`config.mk`:
```
export PLATFORM = sky130hd
export DESIGN_NAME = srl_top
export DESIGN_NICKNAME = d
export VERILOG_FILES = /design/src/logic/srl_pkg.sv /design/src/logic/srl_top.sv
export SDC_FILE = /design/constraint.sdc
export NUM_CORES = 1
export LEC_CHECK = 0
export BUFFER_PORTS_ARGS = -buffer_cell sky130_fd_sc_hd__buf_2
export CAP_MARGIN = 0
export CORE_ASPECT_RATIO = 0.8
export CORE_UTILIZATION = 46
export DETAILED_ROUTE_END_ITERATION = 6
export PLACE_DENSITY = 0.76
export RECOVER_POWER = 25
export SETUP_SLACK_MARGIN = 0.2
export SYNTH_ARGS = -nofsm -noshare
export SYNTH_HDL_FRONTEND = slang
export SYNTH_SLANG_ARGS = --single-unit
```
`constraint.sdc`:
```
create_clock -name i_clk -period 1.6 [get_ports i_clk]
set_input_delay 0 -clock i_clk [delete_from_list [all_inputs] [get_ports i_clk]]
set_output_delay 0 -clock i_clk [all_outputs]
set_load 0.05 [all_outputs]
```
`src/logic/srl_pkg.sv`:
```
// Package for the sub-block reset isolation and lock block.
// Assumes a single 100 MHz clock and a plain register port.
package srl_pkg;

	// ==========================================================
	// Register offsets (byte addresses, one aligned word each)
	// ==========================================================
	localparam logic [7:0] ADDR_SUBBLOCK_RESET  = 8'h00; // Per sub-block hold in reset
	localparam logic [7:0] ADDR_CACHE_CFG       = 8'h04; // Cache control
	localparam logic [7:0] ADDR_WATCHDOG_CFG    = 8'h08; // Watchdog control
	localparam logic [7:0] ADDR_RTC_WAKEUP      = 8'h0c; // RTC wakeup masks
	localparam logic [7:0] ADDR_LOCK_STATUS     = 8'h10; // Read-only lock view
	localparam logic [7:0] ADDR_CORE_STATUS     = 8'h14; // Read-only core state

	// ==========================================================
	// Widths and field positions
	// ==========================================================
	localparam int NUM_SUB        = 16;  // Sub-blocks in the reset register
	localparam int NUM_REG        = 4;   // Writable configuration registers
	localparam int REG_W          = 16;  // Stored width of each register
	localparam int BIT_HIGH_PERF_DMA      = 12;  // High perf dma field
	localparam int BIT_TIMER      = 13;  // Timer field
	localparam int BIT_CACHE_EN   = 0;   // Cache enable in cache_control_cfg
	localparam int BIT_WDOG_EN    = 0;   // Watchdog enable in watchdog_control_cfg
	localparam int BIT_RTC_CPU_M  = 0;   // Wakeup mask toward processor
	localparam int BIT_RTC_FAB_M  = 1;   // Wakeup mask toward fabric

	// ==========================================================
	// Reset values and initialization timing
	// ==========================================================
	localparam logic [3:0] INIT_IDX_LAST = 4'h3;  // Last register index loaded
	localparam int         INIT_TIME_NS  = 200;   // Controller init duration
	localparam int         CLK_PERIOD_NS = 10;
	localparam logic [7:0] INIT_CYCLES   = 8'((INIT_TIME_NS + CLK_PERIOD_NS - 1) / CLK_PERIOD_NS);
	localparam logic [31:0] RD_ZERO      = 32'h0000_0000;

	// ==========================================================
	// Types
	// ==========================================================
	typedef enum logic [1:0] {
		ST_LOAD = 2'b00,  // Copy flash image into registers
		ST_INIT = 2'b01,  // Controller init, core held
		ST_RUN  = 2'b10   // Normal operation
	} srl_state_t;

	typedef struct packed {
		logic        wr;     // Write strobe
		logic        rd;     // Read strobe
		logic [7:0]  addr;   // Byte address
		logic [31:0] wdata;  // Write data
	} srl_bus_req_t;

	typedef struct packed {
		logic [REG_W-1:0] init;  // Power-up value, one word
		logic [REG_W-1:0] lock;  // Per-bit write enable, 1 writable
	} srl_flash_word_t;

endpackage : srl_pkg

```
`src/logic/srl_top.sv`:
```
// Sub-block reset isolation with flash-initialized, lockable config registers.
// Assumes flash image ports are static after power-up and inputs are synchronous.
// Operation
// - Disabled sub-blocks held in reset from power-up
// - Reset register has per sub-block fields
// - Locked config keeps disabled blocks in reset
// - DMA and timers default held, software releases
// - Comm block, memories never held in reset
// - Nonvolatile memory never held in reset
// - RTC wakeup maskable, no disable bit
// - RTC wakeup register lockable against upsets
// - Lock bits per register or per field
// - Lock one writable, zero locked
// - Masters cannot overwrite locked registers
// - Core held during init, then follows input
// - Hold reset low keeps core in reset
// - Core runs stored program on release
// - Locked bits continuously forced to init value
// - Registers readable back at run-time
//
// The implementer's own choices: the register addresses and the address-and-strobe port.
`timescale 1ns/10ps
module srl_top (
	// Clock and reset
	input  wire logic                  i_clk,
	input  wire logic                  i_rstn,
	// Flash image, one word per register
	input  wire srl_pkg::srl_flash_word_t i_flash [srl_pkg::NUM_REG],
	// Core hold reset from fabric, active low
	input  wire logic                  i_processor_hold_reset_n,
	// Register port
	input  wire logic                  i_wr,
	input  wire logic                  i_rd,
	input  wire logic [7:0]            i_addr,
	input  wire logic [31:0]           i_wdata,
	output logic      [31:0]           o_rdata,
	// Sub-block resets, active low
	output logic [srl_pkg::NUM_SUB-1:0] o_subblock_rst_n,
	output logic                       o_cache_rst_n,
	output logic                       o_watchdog_rst_n,
	output logic                       o_comm_block_rst_n,
	output logic                       o_nvm_rst_n,
	output logic                       o_sram_rst_n,
	// Core reset and boot
	output logic                       o_core_rst_n,
	output logic                       o_core_boot,
	// RTC wakeup toward core and fabric
	input  wire logic                  i_rtc_wakeup,
	output logic                       o_rtc_wake_cpu,
	output logic                       o_rtc_wake_fab
);

	// ==========================================================
	// State
	// ==========================================================
	srl_pkg::srl_state_t             state_r, state_nxt;        // Init sequencer
	logic [7:0]                      cnt_r, cnt_nxt;            // Init timer
	logic [srl_pkg::REG_W-1:0]       cfg_r   [srl_pkg::NUM_REG]; // Config registers
	logic [srl_pkg::REG_W-1:0]       cfg_nxt [srl_pkg::NUM_REG];
	logic                            core_run_r, core_run_nxt;  // Core out of reset
	logic                            boot_r, boot_nxt;          // Boot pulse
	logic [31:0]                     rdata_r, rdata_nxt;        // Read data
	logic [1:0]                      widx;                      // Write target index
	logic                            wsel;                      // Write hits a config reg
	srl_pkg::srl_bus_req_t           req;                       // Bundled bus request

	// Bundle the port so decode, read back and checks share one carrier
	assign req = '{wr: i_wr, rd: i_rd, addr: i_addr, wdata: i_wdata};

	// ==========================================================
	// Sequencer: load flash, hold core through init, then run
	// ==========================================================
	always_comb begin
		state_nxt = state_r;
		cnt_nxt   = cnt_r;
		case (state_r)
			srl_pkg::ST_LOAD: begin
				state_nxt = srl_pkg::ST_INIT;
				cnt_nxt   = '0;
			end
			srl_pkg::ST_INIT: begin
				// Core held for the whole init window
				if (cnt_r == srl_pkg::INIT_CYCLES - 8'h01) begin
					state_nxt = srl_pkg::ST_RUN;
				end else begin
					cnt_nxt = cnt_r + 8'h01;
				end
			end
			srl_pkg::ST_RUN: begin
				state_nxt = srl_pkg::ST_RUN;
			end
			default: begin
				state_nxt = srl_pkg::ST_LOAD;
			end
		endcase
	end

	// State and init timer; reset parks in LOAD so the flash copy comes first
	// Registers only; every decision sits in the process above
	always_ff @(posedge i_clk or negedge i_rstn) begin
		if (!i_rstn) begin
			state_r <= srl_pkg::ST_LOAD;
			cnt_r   <= 8'h00;
		end else begin
			state_r <= state_nxt;
			cnt_r   <= cnt_nxt;
		end
	end

	// ==========================================================
	// Configuration registers
	// ==========================================================
	// Write decode; unmapped and read-only offsets take no write
	always_comb begin
		widx = 2'h0;
		wsel = 1'b0;
		case (req.addr)
			srl_pkg::ADDR_SUBBLOCK_RESET: begin widx = 2'h0; wsel = 1'b1; end
			srl_pkg::ADDR_CACHE_CFG:      begin widx = 2'h1; wsel = 1'b1; end
			srl_pkg::ADDR_WATCHDOG_CFG:   begin widx = 2'h2; wsel = 1'b1; end
			srl_pkg::ADDR_RTC_WAKEUP:     begin widx = 2'h3; wsel = 1'b1; end
			default:                      begin widx = 2'h0; wsel = 1'b0; end
		endcase
	end

	// Per-bit lock: a zero lock bit forces the bit back to its flash value
	// every cycle, so neither a write nor an upset can move it. Whole-register
	// locks are simply all lock bits of that word at zero.
	always_comb begin
		for (int r = 0; r < srl_pkg::NUM_REG; r++) begin
			cfg_nxt[r] = cfg_r[r];
			if (state_r == srl_pkg::ST_LOAD) begin
				cfg_nxt[r] = i_flash[r].init;
			end else begin
				if (req.wr && wsel && (widx == 2'(r))) begin
					// Locked bits keep value, transfer completes normally
					cfg_nxt[r] = (req.wdata[srl_pkg::REG_W-1:0] & i_flash[r].lock)
					           | (cfg_r[r] & ~i_flash[r].lock);
				end
				// Continuous reset or preset of locked bits
				cfg_nxt[r] = (cfg_nxt[r] & i_flash[r].lock)
				           | (i_flash[r].init & ~i_flash[r].lock);
			end
		end
	end

	// Config storage; an all-zero reset value keeps every sub-block held
	// for the one LOAD cycle, which is the safe side to err on
	always_ff @(posedge i_clk or negedge i_rstn) begin
		if (!i_rstn) begin
			// Until flash loads, everything sits held (all zero)
			for (int r = 0; r < srl_pkg::NUM_REG; r++) begin
				cfg_r[r] <= '0;
			end
		end else begin
			for (int r = 0; r < srl_pkg::NUM_REG; r++) begin
				cfg_r[r] <= cfg_nxt[r];
			end
		end
	end

	// ==========================================================
	// Core reset follows hold input only after init
	// ==========================================================
	always_comb begin
		core_run_nxt = (state_r == srl_pkg::ST_RUN) && i_processor_hold_reset_n;
		boot_nxt     = core_run_nxt && !core_run_r;
	end

	// Core state registers; the hold input is sampled every cycle, so a
	// release shows one cycle after the fabric lets go of it
	always_ff @(posedge i_clk or negedge i_rstn) begin
		if (!i_rstn) begin
			core_run_r <= 1'b0;
			boot_r     <= 1'b0;
		end else begin
			core_run_r <= core_run_nxt;
			boot_r     <= boot_nxt;
		end
	end

	// ==========================================================
	// Read back: one cycle after the strobe, only then
	// ==========================================================
	always_comb begin
		rdata_nxt = srl_pkg::RD_ZERO;
		if (req.rd) begin
			case (req.addr)
				srl_pkg::ADDR_SUBBLOCK_RESET: rdata_nxt = {16'h0000, cfg_r[0]};
				srl_pkg::ADDR_CACHE_CFG:      rdata_nxt = {16'h0000, cfg_r[1]};
				srl_pkg::ADDR_WATCHDOG_CFG:   rdata_nxt = {16'h0000, cfg_r[2]};
				srl_pkg::ADDR_RTC_WAKEUP:     rdata_nxt = {16'h0000, cfg_r[3]};
				srl_pkg::ADDR_LOCK_STATUS:    rdata_nxt = {i_flash[1].lock[7:0], i_flash[2].lock[7:0],
				                                           i_flash[0].lock};
				srl_pkg::ADDR_CORE_STATUS:    rdata_nxt = {30'h0, state_r == srl_pkg::ST_RUN,
				                                           core_run_r};
				default:                      rdata_nxt = srl_pkg::RD_ZERO;
			endcase
		end
	end

	// Read data register; cleared when no read so stale data never lingers
	always_ff @(posedge i_clk or negedge i_rstn) begin
		if (!i_rstn) begin
			rdata_r <= 32'h0000_0000;
		end else begin
			rdata_r <= rdata_nxt;
		end
	end

	// ==========================================================
	// Outputs
	// ==========================================================
	// Field value 1 releases a sub-block; HIGH_PERF_DMA and timer default to 0 via flash
	assign o_subblock_rst_n   = cfg_r[0];
	assign o_cache_rst_n      = cfg_r[1][srl_pkg::BIT_CACHE_EN];
	assign o_watchdog_rst_n   = cfg_r[2][srl_pkg::BIT_WDOG_EN];
	// No hold option for these: released as soon as reset leaves
	assign o_comm_block_rst_n = i_rstn;
	assign o_sram_rst_n       = i_rstn;
	assign o_nvm_rst_n        = i_rstn;
	// Core reset comes from a flop, so no decode glitch can release it
	assign o_core_rst_n       = core_run_r;
	assign o_core_boot        = boot_r;
	assign o_rdata            = rdata_r;
	// RTC runs always; only its wakeup is masked, mask bit 1 blocks
	assign o_rtc_wake_cpu     = i_rtc_wakeup & ~cfg_r[3][srl_pkg::BIT_RTC_CPU_M];
	assign o_rtc_wake_fab     = i_rtc_wakeup & ~cfg_r[3][srl_pkg::BIT_RTC_FAB_M];

	// ==========================================================
	// Assertions
	// ==========================================================
	core_held_a: assert property (@(posedge i_clk) disable iff (!i_rstn)
		(state_r != srl_pkg::ST_RUN) |=> !o_core_rst_n)
		else $error("core left reset during init");
	hold_low_a: assert property (@(posedge i_clk) disable iff (!i_rstn)
		!i_processor_hold_reset_n |=> !o_core_rst_n)
		else $error("core released while hold low");
	locked_bits_a: assert property (@(posedge i_clk) disable iff (!i_rstn)
		(state_r != srl_pkg::ST_LOAD) |=>
		((cfg_r[0] & ~i_flash[0].lock) == (i_flash[0].init & ~i_flash[0].lock)))
		else $error("locked reset field differs from flash");
	locked_write_a: assert property (@(posedge i_clk) disable iff (!i_rstn)
		(req.wr && req.addr == srl_pkg::ADDR_RTC_WAKEUP && state_r != srl_pkg::ST_LOAD) |=>
		((cfg_r[3] & ~i_flash[3].lock) == ($past(cfg_r[3]) & ~i_flash[3].lock)))
		else $error("locked rtc bits changed by write");
	open_write_a: assert property (@(posedge i_clk) disable iff (!i_rstn)
		(req.wr && req.addr == srl_pkg::ADDR_WATCHDOG_CFG && state_r != srl_pkg::ST_LOAD) |=>
		((cfg_r[2] & i_flash[2].lock) == ($past(req.wdata[15:0]) & i_flash[2].lock)))
		else $error("unlocked bits did not take write");
	read_back_a: assert property (@(posedge i_clk) disable iff (!i_rstn)
		(req.rd && req.addr == srl_pkg::ADDR_SUBBLOCK_RESET) |=>
		(o_rdata == {16'h0000, $past(cfg_r[0])}))
		else $error("read back mismatch");
	boot_pulse_a: assert property (@(posedge i_clk) disable iff (!i_rstn)
		$rose(o_core_rst_n) |-> o_core_boot ##1 !o_core_boot)
		else $error("boot pulse missing on release");
	init_len_a: assert property (@(posedge i_clk) disable iff (!i_rstn)
		$rose(state_r == srl_pkg::ST_INIT) |-> (state_r == srl_pkg::ST_INIT) [*8] ##1
		(state_r == srl_pkg::ST_INIT) [*8] ##1 (state_r == srl_pkg::ST_INIT) [*4] ##1
		(state_r == srl_pkg::ST_RUN))
		else $error("init window length wrong");
	rtc_mask_a: assert property (@(posedge i_clk) disable iff (!i_rstn)
		cfg_r[3][srl_pkg::BIT_RTC_CPU_M] |-> !o_rtc_wake_cpu)
		else $error("masked wakeup reached core");

	// ==========================================================
	// Assertions: configuration registers and read port
	// ==========================================================
	// load_copy_a, rtc_lock_a and unmapped_write_a watch the stored words directly, so a fault in the lock
	// mask or the decode shows up even where no output reflects it.
	// The flash image is static, so comparing against it needs no history.
	load_copy_a: assert property (@(posedge i_clk) disable iff (!i_rstn)
		(state_r == srl_pkg::ST_LOAD) |=>
		(cfg_r[0] == i_flash[0].init && cfg_r[1] == i_flash[1].init))
		else $error("flash image not loaded");
	dma_load_a: assert property (@(posedge i_clk) disable iff (!i_rstn)
		(state_r == srl_pkg::ST_LOAD) |=>
		(o_subblock_rst_n[srl_pkg::BIT_HIGH_PERF_DMA] == i_flash[0].init[srl_pkg::BIT_HIGH_PERF_DMA]
		&& o_subblock_rst_n[srl_pkg::BIT_TIMER] == i_flash[0].init[srl_pkg::BIT_TIMER]))
		else $error("dma or timer hold not loaded");
	rtc_lock_a: assert property (@(posedge i_clk) disable iff (!i_rstn)
		(state_r != srl_pkg::ST_LOAD) |=>
		((cfg_r[3] & ~i_flash[3].lock) == (i_flash[3].init & ~i_flash[3].lock)))
		else $error("locked rtc mask differs from flash");
	unmapped_write_a: assert property (@(posedge i_clk) disable iff (!i_rstn)
		(req.wr && !wsel && state_r != srl_pkg::ST_LOAD) |=>
		(cfg_r[0] == $past(cfg_r[0]) && cfg_r[2] == $past(cfg_r[2])))
		else $error("unmapped write changed a register");
	rdata_idle_a: assert property (@(posedge i_clk) disable iff (!i_rstn)
		!req.rd |=> (o_rdata == srl_pkg::RD_ZERO))
		else $error("read data stood without a read");
	fab_mask_a: assert property (@(posedge i_clk) disable iff (!i_rstn)
		cfg_r[3][srl_pkg::BIT_RTC_FAB_M] |-> !o_rtc_wake_fab)
		else $error("masked wakeup reached fabric");
	fab_pass_a: assert property (@(posedge i_clk) disable iff (!i_rstn)
		(i_rtc_wakeup && !cfg_r[3][srl_pkg::BIT_RTC_FAB_M]) |-> o_rtc_wake_fab)
		else $error("unmasked wakeup lost toward fabric");

	// ==========================================================
	// Assertions: core reset and always-on resets
	// ==========================================================
	// The core may only leave reset in RUN, one cycle after the hold input
	// is seen high, and the boot strobe marks exactly that edge.
	core_follow_a: assert property (@(posedge i_clk) disable iff (!i_rstn)
		(state_r == srl_pkg::ST_RUN) |=> (o_core_rst_n == $past(i_processor_hold_reset_n)))
		else $error("core reset did not follow hold input");
	boot_edge_a: assert property (@(posedge i_clk) disable iff (!i_rstn)
		o_core_boot |-> (o_core_rst_n && !$past(o_core_rst_n)))
		else $error("boot pulse without core release");
	always_on_a: assert property (@(posedge i_clk) disable iff (!i_rstn)
		o_comm_block_rst_n && o_sram_rst_n && o_nvm_rst_n)
		else $error("always-on block held in reset");

endmodule : srl_top
```
# --- After elaboration in Yosys (flattened, before gate mapping) ---
# Cells that the tools add are included.
classes:
  n_reduce_logical: 14
  n_eq_ne: 13
  bitwise: 32
  mux: 20
  n_addsub: 1
ops:
  columns: ["cell", "count"]
  rows:
  - ["$and A16 B16 Y16", 16]
  - ["$mux W16", 12]
  - ["$pmux W32 S6", 1]
  - ["$or A16 B16 Y16", 8]
  - ["$not A16 Y16", 4]
  - ["$mux W32", 1]
  - ["$eq A8 B5 Y1 const B", 3]
  - ["$eq A8 B4 Y1 const B", 2]
  - ["$pmux W8 S2", 1]
  - ["$pmux W2 S3", 2]
  - ["$add A8 B1 Y8 const B", 1]
  - ["$eq A8 B3 Y1 const B", 1]
  - ["$logic_not A8 Y1", 1]
  - ["$mux W8", 1]
  - ["$logic_and A1 B1 Y1", 7]
  - ["$eq A2 B2 Y1 const B", 3]
  - ["$eq A2 B1 Y1 const B", 2]
  - ["$logic_not A2 Y1", 2]
  - ["$ne A2 B2 Y1 const B", 2]
  - ["$reduce_or A4 Y1", 1]
  - ["$and A1 B1 Y1", 2]
  - ["$mux W2", 1]
  - ["$not A1 Y1", 2]
  - ["$reduce_and A2 Y1", 1]
  - ["other kinds (3)", 3]
totals:
  input_bits: 174
  register_bits: 108
  out_inout_bits: 57

# --- Longest topological paths before layout ---
logic_depth:
  depth_word: 10
  ltp_mapped: 8
  ltp_nobuf: 5

# --- Least setup slack after synthesis ---
# No wires, ideal clock.
synth_timing:
  path_type: "register to register"
  from: "register cnt_r[0]"
  to: "register cnt_r[0]"
  path_stages_with_launch: 5
  arrival_ps: 1672
  required_ps: 1478
  path_slack_ps: -193
  path_cell_list: "dfrtp_1 -> ha_1 -> or4b_4 -> or3_1 -> a32o_1"
synth_between:
  elab_chain_len: 3
  elab_cells_between_ends: 6
  cone_classes: "1 x add/sub; 2 x eq/ne; 2 x mux; 1 x reduce/logical"
synth_lines:
  columns: ["element", "line_no", "text"]
  rows:
  - ["from (decl)", "srl_top.sv:57", "logic [7:0] cnt_r, cnt_nxt;"]
  - ["from (signal assigned)", "srl_top.sv:106", "cnt_r <= cnt_nxt;"]
  - ["$add A8 B1 Y8 / $eq A8 B5 Y1 (equally long branches)", "srl_top.sv:86, srl_top.sv:83", null]
  - ["$mux W8 / $ne A2 B2 Y1 (equally long branches)", null, null]
  - ["$pmux W8 S2 / $reduce_and A2 Y1 (equally long branches)", null, null]
# Parallel ways exist; a longest one is shown, timed or not. The select of a mux whose other input is x is not followed.
# A chain may end at the register's enable or synchronous reset.

==> summary by stage <==
Floorplanning
The core box area is 14,300 sq um. Once the floorplan was initialized, standard cells occupied 47.2% of the core. The area of the die is 15,100 sq um.

The x dimension of the die is 137 um. The placement row count is 39. In this run the count of I/O pins placed on the die edge is 231. The vertical die dimension is 110 um.

Synth
Synthesis handed over a netlist of 705 instances. Sequential elements use 40.1% of the synthesized area. The most used flip-flop cell after synthesis is dfrtp_1. The number of nets handed over by synthesis was 883. The synthesized netlist occupies a cell area of 6740 sq um. The synthesized area per cell is 9.56 sq um. The proportion of register bits with asynchronous set or reset after synthesis is 100%. During synthesis, Yosys emitted a total of 0 warnings. Synthesis inferred 108 register bits. In this run, distinct cell masters in the synthesized netlist total 42. Counting flops with a built-in enable in the synthesized netlist gives 0.

STA
Counting I/O delays and the setup requirement, the final critical path takes 1.78 ns. For the pin with the worst max-slew slack, the measured transition is 0.728 ns. The upper clock frequency limit is 563 MHz. The worst hold slack after final layout is -0.0107 ns. The worst setup slack after layout is -0.177 ns. The count of final hold-check violations came to 1. The relative slew slack is 51.5%.

The final number of setup-violating endpoints is 71. The share of the cycle needed by the critical path after routing is 111%. For the final database, setup skew stands at 0.0167 ns. Setup repair after global routing could not meet its margin everywhere. The final number of max-transition violations is 0.

Critical path
STA classifies the critical path startpoint as a flip-flop. The count of buffering cells on the critical path with inverters included is 5. For the worst flop-to-flop path, the logic depth is 9. Across all register-to-register paths, the minimum setup slack is -0.18 ns.

The maximum fanout count along the critical path is 5. STA classifies the critical path endpoint as a flip-flop. The largest single stage delay on the critical path is 0.39 ns.

In this design, the largest share of critical-path delay is due to buffers and inverters. The required time at the endpoint of the critical path is 1.88 ns. At the worst endpoint, the arrival time is 2.05 ns.

The critical path goes through inv_2 -> ha_4 -> buf_12 -> buf_6 -> buf_12 -> buf_16 -> and4b_1 -> nand4_1 -> o211ai_1. The slowest cell on the critical path is dfrtp_1. The source of the worst register-to-register timing path is state_r[0]$_DFFE_PN0P_.

The most used cell along the critical path is buf_12. The class of the most critical setup path is reg2reg.

Route
The iteration count of the initial detailed-routing pass is 7. The average detailed-routed wire length per instance is 24.6 um. The detail route stage leaves a number of antenna-violating nets equal to 0. The total wire length after detailed routing is 30,800 um. The first routing iteration left 1,094 violations. In the routed layout, each cell is associated on average with a via count of 6.53. In the routed design, unresolved DRC markers number 0.

Summing over every cut layer, the via total after detailed routing is 8,170.

Clocking
For the worst-skew pair, the clock arrives at the later sink with an insertion delay of 0.38 ns. TritonCTS built the clock tree. The H-tree was split into 3 levels. The number of buffers created by CTS is 9. The clock tree root buffer cell is clkbuf_16. Counting along the longest clock path gives a buffer depth of 2.

Clock-pin slew was measured on the worst setup and hold paths at 0.09 ns. For this design, the sink count on the clock tree is 108.

Global route
The pin count of the biggest net entering global routing is 55. The number of antenna violations at the first check in global routing is 1. The first-pass GRT wire length is 44,200 um. Global routing finished with a remaining overflow of 0. The via count of the first global-routing pass is 8,033. In the global route stage, overall resource usage came out at 39.5%.

Cells and area
In the final layout, the share of cells above drive strength 1 is 39.5%. The post-route core utilization is 77.8%. The layout filler cell count is 794. The most common cell after layout, fill and taps aside is buf_2. The area growth from synthesis to final layout is 65.0%. The number of antenna repair diodes is 0. The library cells used most frequently in the layout, excluding fill and tap cells, are buf_2 (213), dlygate4sd3_1 (116), dfrtp_1 (108). The final layout net count is 1,241.

The final non-filler cell total is 1,252.

Power
The leakage component of the power is 5.03 nW. In this run the power density over the cells is 634 nW/um^2. The peak ir drop on the vdd network is 708 uV. The sum of internal, switching and leakage power is 7.05 mW.

Status
The final reports fail on hold timing, setup timing. The flow ran to the end, but the final reports show violations.

Flow run
The tool flagged a number of max-cap violations equal to 0.

Placed design
The weighted congestion at the end of routability-driven global placement is 0.904. The wire-length estimate of the detail-placed layout is 15,400 um. The post-placement cell count is 1,068. The count of buffers from port buffering is 214.

Hold path
The depth of the worst hold-timing path is 3. The kind of path behind the tightest hold check is in2reg. The startpoint identified for the worst hold timing path is i_flash[88].
-- per-layer routing --
metal  track usage (%)  wire [um]  vias up  share of wire, %
met5                 0         15        -             0.049
met4              24.8       1590        2               5.2
met3              11.8       3770      164                12
met2              62.5      14400      745                47
met1              47.4      11000     3865                36
li1                  -          -     3394                 -
-- cell usage after synthesis, drive strengths merged (2+ instances only) --
| master | n | share of area [%] |
|---|---|---|
| mux2 | 18 | 3.0 |
| a21oi | 16 | 1.2 |
| nand4 | 35 | 3.2 |
| and4b | 17 | 2.5 |
| a22oi | 2 | 0.22 |
| mux2i | 2 | 0.30 |
| and2 | 9 | 0.84 |
| ha | 4 | 0.74 |
| a31oi | 32 | 3.0 |
| inv | 36 | 2.0 |
| or4b | 2 | 0.35 |
| nand2 | 23 | 1.3 |
| o21ai | 36 | 2.7 |
| nor4bb | 16 | 2.4 |
| buf | 47 | 4.3 |
| a311o | 32 | 4.8 |
| and3 | 2 | 0.19 |
| or4 | 2 | 0.22 |
| and4 | 2 | 0.26 |
| mux4 | 2 | 0.67 |
| o211ai | 36 | 4.0 |
| nor2 | 4 | 0.22 |
| nand3b | 64 | 7.1 |
| a211oi | 14 | 1.6 |
| nand3 | 5 | 0.37 |
| a221oi | 14 | 1.8 |
| dfrtp | 108 | 40 |
| nor2b | 72 | 6.7 |
| clkbuf | 35 | 1.9 |
| nor3 | 10 | 0.91 |
-- what timing repair did --
item	CTS	global route
hold buffers	116	0
pin swaps	51	41
buffers inserted	24	8
setup endpoints to repair	73	75
endpoints found under the hold margin	189	0
cloned	19	1
resized for setup	123	35
-- how the worst max path moves through the flow --
stage,depth (start not counted),startpoint,end
after floorplan,4,cnt_r[0]$_DFFE_PN0P_,cnt_r[0]$_DFFE_PN0P_
after global placement,4,cnt_r[0]$_DFFE_PN0P_,cnt_r[0]$_DFFE_PN0P_
after detailed placement,4,cnt_r[0]$_DFFE_PN0P_,cnt_r[0]$_DFFE_PN0P_
after CTS,4,cnt_r[0]$_DFFE_PN0P_,cnt_r[0]$_DFFE_PN0P_
after global routing,9,state_r[0]$_DFFE_PN0P_,flip-flop
final,9,state_r[0]$_DFFE_PN0P_,flip-flop
-- stage by stage --
step | hold WS [ns] | worst slack, ns | TNS, ns | area, sq um
floorplan | -0.296 | -0.150 | -0.366 | 6900
global placement | -0.0854 | -0.0717 | -0.115 | 8230
detailed placement | -0.0825 | -0.0892 | -0.159 | 8230
CTS | 0.000436 | -0.0833 | -1.11 | 10800
global route | 0.00477 | -0.224 | -9.63 | 11100
finish | -0.0107 | -0.177 | -6.65 | 11100
-- power breakdown --
| part | switching [mW] | internal (mW) | leakage [nW] |
|---|---|---|---|
| Sequential | 0.114 | 2.88 | 1.37 |
| Clock | 1.15 | 1.22 | 0.142 |
| Combinational | 0.901 | 0.785 | 3.52 |
| Total | 2.16 | 4.89 | 5.03 |
-- worst register-to-register path: cells and delay by family (launching register included) --
kind | cells | cell delay [ns]
fa+ha+maj | 1 | 0.18
simple gates | 2 | 0.36
flops | 1 | 0.39
buf+inv | 5 | 0.60
compound gates | 1 | 0.13
-- cell families (layout without fill, tap and decap cells) --
kind of cell	count (synthesis)	after routing	share of synthesized area [%]
AOI/OAI and AO/OA	184	184	19.5
muxes	22	22	3.97
adders and majority gates	4	4	0.742
and+or+nand+nor	269	269	27.4
buffers and inverters	118	481	8.30
DFF	108	108	40.1
-- cell type report --
type,instances,area (sq um),area share (%)
multi-input combinational,479,4030,36.3
timing repair buffer,429,3720,33.4
sequential,108,2700,24.3
tap,184,230,2.07
clock buffer,9,225,2.03
inverter,36,135,1.22
clock inverter,7,76.3,0.686
Power figures use the tool's default switching activity.
